[src/verilog/tds_pkg.sv]
// Constants, types and field decoding shared by the transmit data descriptor engine
`default_nettype none
package tds_pkg;
  // Register offsets
  localparam logic [7:0] TDS_CTRL_OFS   = 8'h00;
  localparam logic [7:0] TDS_MAXPKT_OFS = 8'h04;
  localparam logic [7:0] TDS_STOFS_OFS  = 8'h08;
  localparam logic [7:0] TDS_STAT_OFS   = 8'h0C;
  localparam logic [7:0] TDS_COUNT_OFS  = 8'h10;
  localparam logic [7:0] TDS_TSLO_OFS   = 8'h14;
  localparam logic [7:0] TDS_TSHI_OFS   = 8'h18;
  // Reset values
  localparam logic [15:0] TDS_MAXPKT_RST = 16'h2600;
  localparam logic [15:0] TDS_STOFS_RST  = 16'h0000;
  // Control and status bit positions
  localparam int TDS_CTRL_STAMP = 0;
  localparam int TDS_CTRL_PAD   = 1;
  localparam int TDS_STAT_BUSY  = 0;
  localparam int TDS_STAT_BAD   = 1;
  localparam int TDS_STAT_BIG   = 2;
  // Descriptor upper word layout
  localparam int TDS_LEN_LSB  = 0;
  localparam int TDS_REQ_LSB  = 18;
  localparam int TDS_KIND_LSB = 20;
  localparam int TDS_CMD_LSB  = 24;
  localparam int TDS_CTX_LSB  = 36;
  localparam int TDS_OPT_LSB  = 40;
  localparam int TDS_PAY_LSB  = 46;
  localparam logic [3:0] TDS_KIND_DATA = 4'h3;
  // Command byte bits
  localparam int TDS_CMD_SEG  = 7;
  localparam int TDS_CMD_TAG  = 6;
  localparam int TDS_CMD_EXT  = 5;
  localparam int TDS_CMD_RS   = 3;
  localparam int TDS_CMD_FCS  = 1;
  localparam int TDS_CMD_LAST = 0;
  // Offload option and stamp request bits
  localparam int TDS_OPT_L4 = 1;
  localparam int TDS_OPT_IP = 0;
  localparam int TDS_REQ_ONE = 0;
  localparam int TDS_REQ_TWO = 1;
  // Write-back layout
  localparam int TDS_WB_DONE = 0;
  localparam int TDS_WB_SVAL = 1;
  localparam int TDS_WB_FLAG_LSB = 32;
  localparam int TDS_HIGH_BITS = 10;
  // Transport kind codes
  localparam logic [1:0] TDS_L4_UDP  = 2'b00;
  localparam logic [1:0] TDS_L4_TCP  = 2'b01;
  localparam logic [1:0] TDS_L4_SCTP = 2'b10;

  typedef enum logic [2:0] {
    TDS_ST_IDLE  = 3'b001,
    TDS_ST_FETCH = 3'b010,
    TDS_ST_FIN   = 3'b100
  } tds_state_e;

  // Descriptor is an advanced data descriptor
  function automatic logic tds_is_data(input logic [63:0] hi);
    tds_is_data = (hi[TDS_KIND_LSB +: 4] == TDS_KIND_DATA) && hi[TDS_CMD_LSB + TDS_CMD_EXT];
  endfunction
endpackage
`default_nettype wire

[src/verilog/tds_decode.sv]
// Field decoder for the descriptor upper word and the context transport kind
`timescale 1ns/1ps
`default_nettype none
module tds_decode
  import tds_pkg::*;
(
  input  wire logic [63:0] desc_hi,
  input  wire logic [1:0]  transport_kind,
  output logic [15:0]      buffer_length,
  output logic [7:0]       command_field,
  output logic             one_step,
  output logic             two_step,
  output logic [2:0]       context_select,
  output logic             l4_sum,
  output logic             ip_sum,
  output logic [17:0]      payload_size,
  output logic [2:0]       kind_onehot
);
  // Reserved bits reach no output except command_field, which carries the whole command byte
  assign buffer_length  = desc_hi[TDS_LEN_LSB +: 16];
  assign command_field  = desc_hi[TDS_CMD_LSB +: 8];
  assign context_select = desc_hi[TDS_CTX_LSB +: 3];
  assign l4_sum         = desc_hi[TDS_OPT_LSB + TDS_OPT_L4];
  assign ip_sum         = desc_hi[TDS_OPT_LSB + TDS_OPT_IP];
  assign payload_size   = desc_hi[TDS_PAY_LSB +: 18];
  // Both stamp requests together is treated as neither
  assign one_step = desc_hi[TDS_REQ_LSB + TDS_REQ_ONE] & ~desc_hi[TDS_REQ_LSB + TDS_REQ_TWO];
  assign two_step = desc_hi[TDS_REQ_LSB + TDS_REQ_TWO] & ~desc_hi[TDS_REQ_LSB + TDS_REQ_ONE];
  // Order is sctp, tcp, udp; reserved code gives none
  assign kind_onehot = {transport_kind == TDS_L4_SCTP,
                        transport_kind == TDS_L4_TCP,
                        transport_kind == TDS_L4_UDP};
endmodule
`default_nettype wire

[src/verilog/tds_wb_format.sv]
// Builds the two write-back words from status and the current time
`timescale 1ns/1ps
`default_nettype none
module tds_wb_format
  import tds_pkg::*;
(
  input  wire logic [31:0] time_low_word,
  input  wire logic [31:0] time_high_word,
  input  wire logic        stamp_enable,
  output logic [63:0]      wb_lo,
  output logic [63:0]      wb_hi
);
  logic [3:0] flags;
  // Stamp is zero when disabled, a defined stand-in for undefined
  assign wb_lo = stamp_enable ?
                 {22'h0, time_high_word[TDS_HIGH_BITS-1:0], time_low_word} : 64'h0;
  assign flags = {2'b00, stamp_enable, 1'b1};
  assign wb_hi = {28'h0, flags, 32'h0};
endmodule
`default_nettype wire

[src/verilog/tds_engine.sv]
// Transmit data descriptor engine: decode, buffer fetch, packet info and write-back
`timescale 1ns/1ps
`default_nettype none
module tds_engine
  import tds_pkg::*;
(
  input  wire logic        clk,
  input  wire logic        reset,
  input  wire logic [7:0]  reg_addr,
  input  wire logic [31:0] reg_wdata,
  input  wire logic        reg_wr,
  input  wire logic        reg_rd,
  output logic [31:0]      reg_rdata,
  input  wire logic        desc_valid,
  input  wire logic [63:0] desc_addr,
  input  wire logic [63:0] desc_hi,
  output logic             desc_ready,
  output logic             fetch_req,
  output logic [63:0]      fetch_addr,
  output logic [15:0]      fetch_len,
  input  wire logic        fetch_done,
  input  wire logic [1:0]  ctx_transport_kind,
  output logic             pkt_start,
  output logic             pkt_end,
  output logic             pkt_seg,
  output logic             pkt_tag,
  output logic             pkt_fcs,
  output logic             pkt_l4_sum,
  output logic             pkt_ip_sum,
  output logic [2:0]       pkt_kind,
  output logic [2:0]       pkt_ctx,
  output logic             pkt_ctx_used,
  output logic [17:0]      pkt_payload,
  output logic             pkt_one_step,
  output logic             pkt_two_step,
  output logic             pkt_short_pad,
  output logic [15:0]      stamp_insert_offset,
  input  wire logic [31:0] time_low_word,
  input  wire logic [31:0] time_high_word,
  input  wire logic        tx_stamp_event,
  output logic             wb_valid,
  output logic [63:0]      wb_lo,
  output logic [63:0]      wb_hi
);
  import tds_pkg::*;

  tds_state_e  state_reg;
  tds_state_e  state_next;
  logic [1:0]  ctrl_reg;
  logic [15:0] max_tx_packet_reg;
  logic [2:0]  stat_reg;
  logic [31:0] count_reg;
  logic [63:0] tx_stamp_regs;
  logic        two_pend_reg;
  logic        in_pkt_reg;
  logic        rs_reg;
  logic        last_reg;
  logic [17:0] bytes_reg;
  logic [31:0] rdata_next;

  // Decoded descriptor fields
  logic [15:0] d_len;
  logic [7:0]  d_cmd;
  logic        d_one;
  logic        d_two;
  logic [2:0]  d_ctx;
  logic        d_l4;
  logic        d_ip;
  logic [17:0] d_pay;
  logic [2:0]  d_kind;
  logic [63:0] f_lo;
  logic [63:0] f_hi;

  tds_decode u_dec (
    .desc_hi        (desc_hi),
    .transport_kind (ctx_transport_kind),
    .buffer_length  (d_len),
    .command_field  (d_cmd),
    .one_step       (d_one),
    .two_step       (d_two),
    .context_select (d_ctx),
    .l4_sum         (d_l4),
    .ip_sum         (d_ip),
    .payload_size   (d_pay),
    .kind_onehot    (d_kind)
  );

  tds_wb_format u_wb (
    .time_low_word  (time_low_word),
    .time_high_word (time_high_word),
    .stamp_enable   (ctrl_reg[TDS_CTRL_STAMP]),
    .wb_lo          (f_lo),
    .wb_hi          (f_hi)
  );

  // Descriptor acceptance and classification
  wire take      = desc_valid & desc_ready;
  wire good      = tds_is_data(desc_hi);
  wire bad_take  = take & ~good;
  wire good_take = take & good;
  wire first     = good_take & ~in_pkt_reg;
  wire offload   = d_cmd[TDS_CMD_SEG] | d_cmd[TDS_CMD_TAG] | d_l4 | d_ip;
  wire [17:0] bytes_sum = (first ? 18'h0 : bytes_reg) + {2'b00, d_len};
  wire too_big   = good_take & (bytes_sum > {2'b00, max_tx_packet_reg});
  wire fin_now   = (state_reg == TDS_ST_FIN);

  // Register port decode
  wire wr_ctrl  = reg_wr & (reg_addr == TDS_CTRL_OFS);
  wire wr_max   = reg_wr & (reg_addr == TDS_MAXPKT_OFS);
  wire wr_stofs = reg_wr & (reg_addr == TDS_STOFS_OFS);
  wire wr_stat  = reg_wr & (reg_addr == TDS_STAT_OFS);
  wire [2:0] stat_set = {too_big, bad_take, 1'b0};
  wire [2:0] stat_clr = wr_stat ? reg_wdata[2:0] : 3'b000;

  // Next state: zero length skips the fetch entirely
  always_comb
  begin
    state_next = state_reg;
    case (state_reg)
      TDS_ST_IDLE:
      begin
        if (good_take)
          state_next = (d_len != 16'h0000) ? TDS_ST_FETCH : TDS_ST_FIN;
      end
      TDS_ST_FETCH:
      begin
        if (fetch_done)
          state_next = TDS_ST_FIN;
      end
      TDS_ST_FIN:
        state_next = TDS_ST_IDLE;
      default:
        state_next = TDS_ST_IDLE;
    endcase
  end

  // Read data mux; unmapped offsets read zero
  always_comb
  begin
    case (reg_addr)
      TDS_CTRL_OFS:   rdata_next = {30'h0, ctrl_reg};
      TDS_MAXPKT_OFS: rdata_next = {16'h0, max_tx_packet_reg};
      TDS_STOFS_OFS:  rdata_next = {16'h0, stamp_insert_offset};
      TDS_STAT_OFS:   rdata_next = {29'h0, stat_reg[2:1], state_reg != TDS_ST_IDLE};
      TDS_COUNT_OFS:  rdata_next = count_reg;
      TDS_TSLO_OFS:   rdata_next = tx_stamp_regs[31:0];
      TDS_TSHI_OFS:   rdata_next = tx_stamp_regs[63:32];
      default:        rdata_next = 32'h0000_0000;
    endcase
  end

  // Register port flops; sticky status bits favour a new event over a clear
  always_ff @(posedge clk or posedge reset)
  begin
    if (reset)
    begin
      ctrl_reg            <= 2'b00;
      max_tx_packet_reg   <= TDS_MAXPKT_RST;
      stamp_insert_offset <= TDS_STOFS_RST;
      stat_reg            <= 3'b000;
      reg_rdata           <= 32'h0000_0000;
    end
    else
    begin
      if (wr_ctrl)
        ctrl_reg <= reg_wdata[1:0];
      if (wr_max)
        max_tx_packet_reg <= reg_wdata[15:0];
      if (wr_stofs)
        stamp_insert_offset <= reg_wdata[15:0];
      stat_reg  <= (stat_reg & ~stat_clr) | stat_set;
      reg_rdata <= reg_rd ? rdata_next : 32'h0000_0000;
    end
  end

  // Two-step stamp: armed by a packet, caught on the transmit event
  always_ff @(posedge clk or posedge reset)
  begin
    if (reset)
    begin
      two_pend_reg  <= 1'b0;
      tx_stamp_regs <= 64'h0;
    end
    else
    begin
      if (tx_stamp_event & two_pend_reg)
        tx_stamp_regs <= {time_high_word, time_low_word};
      if (first & d_two)
        two_pend_reg <= 1'b1;
      else if (tx_stamp_event)
        two_pend_reg <= 1'b0;
    end
  end

  // Main sequencer and per-buffer bookkeeping
  always_ff @(posedge clk or posedge reset)
  begin
    if (reset)
    begin
      state_reg  <= TDS_ST_IDLE;
      desc_ready <= 1'b1;
      in_pkt_reg <= 1'b0;
      rs_reg     <= 1'b0;
      last_reg   <= 1'b0;
      bytes_reg  <= 18'h0;
      count_reg  <= 32'h0000_0000;
      fetch_req  <= 1'b0;
      fetch_addr <= 64'h0;
      fetch_len  <= 16'h0000;
    end
    else
    begin
      state_reg  <= state_next;
      desc_ready <= (state_next == TDS_ST_IDLE);
      fetch_req  <= good_take & (d_len != 16'h0000);
      if (good_take)
      begin
        // Per-buffer fields come from every accepted data descriptor
        fetch_addr <= desc_addr;
        fetch_len  <= d_len;
        rs_reg     <= d_cmd[TDS_CMD_RS];
        last_reg   <= d_cmd[TDS_CMD_LAST];
        bytes_reg  <= bytes_sum;
        in_pkt_reg <= 1'b1;
        count_reg  <= count_reg + 32'h0000_0001;
      end
      else if (fin_now & last_reg)
        in_pkt_reg <= 1'b0;
    end
  end

  // Packet-wide fields, latched from the first descriptor only
  always_ff @(posedge clk or posedge reset)
  begin
    if (reset)
    begin
      pkt_start     <= 1'b0;
      pkt_seg       <= 1'b0;
      pkt_tag       <= 1'b0;
      pkt_fcs       <= 1'b0;
      pkt_l4_sum    <= 1'b0;
      pkt_ip_sum    <= 1'b0;
      pkt_kind      <= 3'b000;
      pkt_ctx       <= 3'b000;
      pkt_ctx_used  <= 1'b0;
      pkt_payload   <= 18'h0;
      pkt_one_step  <= 1'b0;
      pkt_two_step  <= 1'b0;
      pkt_short_pad <= 1'b0;
    end
    else
    begin
      pkt_start <= first;
      if (first)
      begin
        pkt_seg       <= d_cmd[TDS_CMD_SEG];
        pkt_tag       <= d_cmd[TDS_CMD_TAG];
        pkt_fcs       <= d_cmd[TDS_CMD_FCS];
        pkt_l4_sum    <= d_l4;
        pkt_ip_sum    <= d_ip;
        pkt_kind      <= d_kind;
        pkt_ctx       <= offload ? d_ctx : 3'b000;
        pkt_ctx_used  <= offload;
        pkt_payload   <= d_pay;
        pkt_one_step  <= d_one;
        pkt_two_step  <= d_two;
        pkt_short_pad <= ctrl_reg[TDS_CTRL_PAD];
      end
    end
  end

  // Completion: done only after the buffer fetch has finished
  always_ff @(posedge clk or posedge reset)
  begin
    if (reset)
    begin
      pkt_end  <= 1'b0;
      wb_valid <= 1'b0;
      wb_lo    <= 64'h0;
      wb_hi    <= 64'h0;
    end
    else
    begin
      pkt_end  <= fin_now & last_reg;
      wb_valid <= fin_now & rs_reg;
      if (fin_now & rs_reg)
      begin
        wb_lo <= f_lo;
        wb_hi <= f_hi;
      end
    end
  end

  // Checks kept beside the logic they watch
  a_zero_no_fetch: assert property (@(posedge clk) disable iff (reset)
    good_take && d_len == 16'h0000 |=> !fetch_req ##1 !fetch_req)
    else $error("zero length buffer was fetched");
  a_fetch_len_ok: assert property (@(posedge clk) disable iff (reset)
    good_take && d_len != 16'h0000 |=> fetch_req && fetch_len == $past(d_len))
    else $error("fetch request missing or wrong length");
  a_bad_kind_drop: assert property (@(posedge clk) disable iff (reset)
    bad_take |=> !fetch_req && !pkt_start && stat_reg[TDS_STAT_BAD])
    else $error("non data descriptor not dropped");
  a_stamp_layout: assert property (@(posedge clk) disable iff (reset)
    wb_valid && wb_hi[TDS_WB_FLAG_LSB + TDS_WB_SVAL] |->
      wb_lo[63:42] == 22'h0 && wb_lo[31:0] == $past(time_low_word))
    else $error("write-back stamp layout wrong");
  a_stamp_flag: assert property (@(posedge clk) disable iff (reset)
    fin_now && rs_reg |=> wb_valid &&
      wb_hi[TDS_WB_FLAG_LSB + TDS_WB_SVAL] == $past(ctrl_reg[TDS_CTRL_STAMP]))
    else $error("stamp valid flag does not follow enable");
  a_wb_flags: assert property (@(posedge clk) disable iff (reset)
    wb_valid |-> wb_hi[TDS_WB_FLAG_LSB + TDS_WB_DONE] && wb_hi[63:36] == 28'h0
      && wb_hi[31:0] == 32'h0)
    else $error("write-back flags malformed");
  a_done_after_fetch: assert property (@(posedge clk) disable iff (reset)
    state_reg == TDS_ST_FETCH && !fetch_done |=> !wb_valid && state_reg == TDS_ST_FETCH)
    else $error("done written before buffer fetched");
  a_step_exclusive: assert property (@(posedge clk) disable iff (reset)
    !(pkt_one_step && pkt_two_step))
    else $error("both stamp modes requested");
  a_end_on_last: assert property (@(posedge clk) disable iff (reset)
    pkt_end |-> $past(last_reg, 1) && $past(fin_now, 1))
    else $error("packet ended without last buffer");
  a_first_only: assert property (@(posedge clk) disable iff (reset)
    good_take && in_pkt_reg |=> $stable(pkt_seg) && $stable(pkt_payload))
    else $error("later descriptor changed packet fields");
  a_big_flag: assert property (@(posedge clk) disable iff (reset)
    too_big |=> stat_reg[TDS_STAT_BIG])
    else $error("oversize packet not flagged");
endmodule
`default_nettype wire

[config.mk]
export PLATFORM = sky130hd
export DESIGN_NAME = tds_engine
export DESIGN_NICKNAME = d
export VERILOG_FILES = /design/src/verilog/tds_pkg.sv /design/src/verilog/tds_decode.sv /design/src/verilog/tds_wb_format.sv /design/src/verilog/tds_engine.sv
export SDC_FILE = /design/constraint.sdc
export NUM_CORES = 1
export LEC_CHECK = 0
export ABC_AREA = 1
export BUFFER_PORTS_ARGS = -buffer_cell sky130_fd_sc_hd__buf_2
export CORE_MARGIN = 4
export CORE_UTILIZATION = 25
export DETAILED_ROUTE_END_ITERATION = 16
export PLACE_DENSITY = 0.47
export SETUP_SLACK_MARGIN = 0.02
export SYNTH_ARGS = -nofsm -noshare
export SYNTH_HDL_FRONTEND = slang
export SYNTH_SLANG_ARGS = --single-unit
[constraint.sdc]
create_clock -name clk -period 10.8 [get_ports clk]
set_input_delay 0.54 -clock clk [delete_from_list [all_inputs] [get_ports clk]]
set_output_delay 0.54 -clock clk [all_outputs]
set_load 0.01 [all_outputs]
==> flow_metrics.py <==
metrics = {
    "clocking": {
        "cts.sinks": 351,
        "cts_root_buf": "clkbuf_16",
        "hold_buffers": 0,
        "cts_resized": 0,
        "cts_buffer_depth": 3,
        "path_clk_slew_ns": 0.06,
        "htree_levels": 2,
        "insertion_delay_ns": 0.58,
        "cts_tree": "built",
        "postCtsSetupBuffers": 0,
        "numCtsBuffers": 43,
    },
    "worst_setup_path": {
        "cpMostUsedCell": "nand2_1",
        "crit_fanout": 57,
        "crit_type": "reg -> reg",
        "cp-end-kind": "register",
        "critPathMaxStageDelay_ns": 0.49,
        "cp-start-kind": "register",
        "slowest_stage": "buf_4",
        "critPathArrivalTime_ns": 4.53,
        "worst_ep_required_time_ns": 11.25,
    },
    "synthesis": {
        "synth_top_area_share_pct": 52.9,
        "yosysWarnings": 0,
        "synth.area.top_cells": "dfrtp_1, nand2_1, o21ai_0",
        "synthMuxAreaShare_pct": 1.51,
        "synth_cell_type_count": 51,
        "ys_seq_elements": 351,
        "syn_area_um2": 16400,
        "synth_top_family_by_area": "simple AND/OR/NAND/NOR gates",
        "synth_compound_area_share_pct": 8.00,
        "syn_avg_cell_area_um2": 8.53,
        "synthSimpleGateAreaFrac_pct": 21.9,
        "synth_cells": 1918,
        "yosys.area.top_type": "dfrtp_1",
        "yosys.area_share.adder_pct": 2.65,
        "yosysSeqAreaShare_pct": 53.7,
        "synthXorXnorAreaFrac_pct": 1.98,
    },
    "drt": {
        "routedWlPerCell_um": 16.9,
        "drc": 0,
        "via_count": 13621,
        "avgViaCountPerCell": 4.23,
        "finalWirelength_um": 54200,
        "drt_iter0_markers": 760,
        "drt_first_pass_iters": 5,
        "ant_nets": 0,
    },
    "cells_and_area": {
        "syn_to_final_growth_pct": 25.5,
        "regArea_um2": 8790,
        "reg_top3": "fetch_addr (64), tx_stamp_regs (64), wb_lo (42)",
        "final_nets": 2600,
        "final_common_cell": "nand2_1",
        "multiInputGateArea_um2": 6230,
        "fill_cells": 6913,
        "final_core_util_pct": 31.8,
        "final_cell_mix": "nand2_1, buf_2, dfrtp_1",
        "drive_gt1_share_pct": 24.0,
    },
    "pwr": {
        "peakVddDrop_v": 0.000102,
        "p_per_area_nw_per_um2": 178,
        "p_leak_nw": 11.3,
    },
    "die": {
        "core-area_um2": 64600,
        "die_w_um": 264,
        "die_h_um": 264,
        "placementRows": 93,
        "io_pins": 535,
        "start_util_pct": 25.3,
        "die-area_um2": 69600,
    },
    "sta": {
        "slew_violations": 0,
        "finalClockSkew_ns": 0.0202,
        "rsz0062_at_grt": "false",
        "setup_violations": 0,
        "finalSetupTns_ns": 0,
        "max_freq_ghz": 0.245,
        "fin_crit_sh_pct": 37.8,
        "worstMarginPinSlew_ns": 1.07,
        "post-route-min-period_ns": 4.08,
        "timing.max_slew.rel_slack_pct": 28.7,
        "report.final.hold_viol_count": 0,
    },
    "grt": {
        "antenna_found_initial": 10,
        "track_usage_pct": 15.1,
        "grt_max_degree": 163,
        "overflow": 0,
        "grt_pass1_wl_um": 82800,
        "grt_pass1_vias": 13656,
    },
    "place": {
        "dp_hpwl_um": 41100,
        "place_congestion": 0.833,
        "io_buffers": 421,
    },
    "run": {
        "drv_cap": 0,
    },
    "hold_path": {
        "hold_path.class": "in -> async",
    },
    "run_status": {
        "run_status": "complete, no violations",
    },
}
==> layer usage <==
| layer | track usage (%) | vias to the layer above | share of wire, % |
|---|---|---|---|
| li1 | - | 6657 | - |
| met5 | 0 | - | 0.11 |
| met4 | 3.48 | 10 | 1.8 |
| met2 | 24.2 | 432 | 46 |
| met1 | 20.5 | 6447 | 45 |
| met3 | 3.90 | 75 | 7.2 |
==> Yosys cell counts, drive strengths merged <==
cell type  number
nor4            1
clkbuf         29
a31oi          20
or2             2
nor2           83
conb            1
clkinv          1
nand3          31
a22o            4
o21bai          1
nand4          11
nor3           20
a21oi          35
o21a            1
nand3b          1
dfstp           5
o32ai           1
buf           122
o31ai           3
o22ai           2
xor2           29
o211ai          1
mux2           22
fa              1
and2            4
o41ai           1
ha             33
a221oi          6
inv           200
xnor2           8
nand2         728
a31o            1
o21ai         163
dfrtp         346
a21boi          1
==> final timing paths <==
path	from	to	slack, ns	cells past startpoint
max in group asynchronous	reset	fetch_addr[37]$_DFFE_PP0N_	9.06	3
hold reg to reg	fetch_addr[62]$_DFFE_PP0N_	fetch_addr[62]$_DFFE_PP0N_	0.47	2
setup / recovery	desc_ready$_DFF_PP1_	stat_reg[2]$_DFF_PP0_	6.72	26
setup reg to reg	desc_ready$_DFF_PP1_	stat_reg[2]$_DFF_PP0_	6.72	26
min in group clk	desc_addr[52]	fetch_addr[52]$_DFFE_PP0N_	0.16	3
hold / removal	reset	reg_rdata[23]$_DFF_PP0_	0.16	2
==> critical path: cells and delay by family, from the launching register on <==
family / cells / cell delay, ns
and+or+nand+nor: 16 / 1.52
adders and majority gates: 3 / 0.84
buffers and inverters: 4 / 0.71
AOI/OAI and AO/OA: 3 / 0.52
DFF: 1 / 0.38
==> cell families (layout without fill, tap and decap cells) <==
family | Yosys count | after routing
other cells | 1 | 89
compound gates | 240 | 240
buf+inv | 352 | 708
flops | 351 | 351
fa+ha+maj | 34 | 34
simple gates | 881 | 881
mux | 22 | 22
xor+xnor | 37 | 37
==> per-stage QoR <==
stage               hold slack, ns  area (um^2)  setup slack, ns  cells  power (mW)
floorplan                    0.442        16700            0.533   2001        1.95
global placement             0.451        19000             6.33   3135        2.16
detailed placement           0.451        19000             6.35   3135        2.17
CTS                          0.115        20500             6.63   3212        3.74
global route                 0.137        20500             6.17   3212        3.89
finish                       0.160        20500             6.72   3217        3.67
==> power by group <==
part           switching, mW  internal, mW  total [mW]
Sequential            0.0658          1.43        1.49
Clock                  0.588         0.938        1.53
Combinational          0.397         0.248       0.646
==> final cells by class <==
cell class | instances | share of cell area, %
Antenna cell | 5 | 0.0609
Clock buffer | 62 | 5.98
Clock inverter | 15 | 1.27
Inverter | 201 | 3.71
Multi-Input combinational cell | 1298 | 30.3
Sequential cell | 351 | 42.8
Tap cell | 855 | 5.21
Timing Repair Buffer | 430 | 10.6
(Power assumes the default switching activity.)
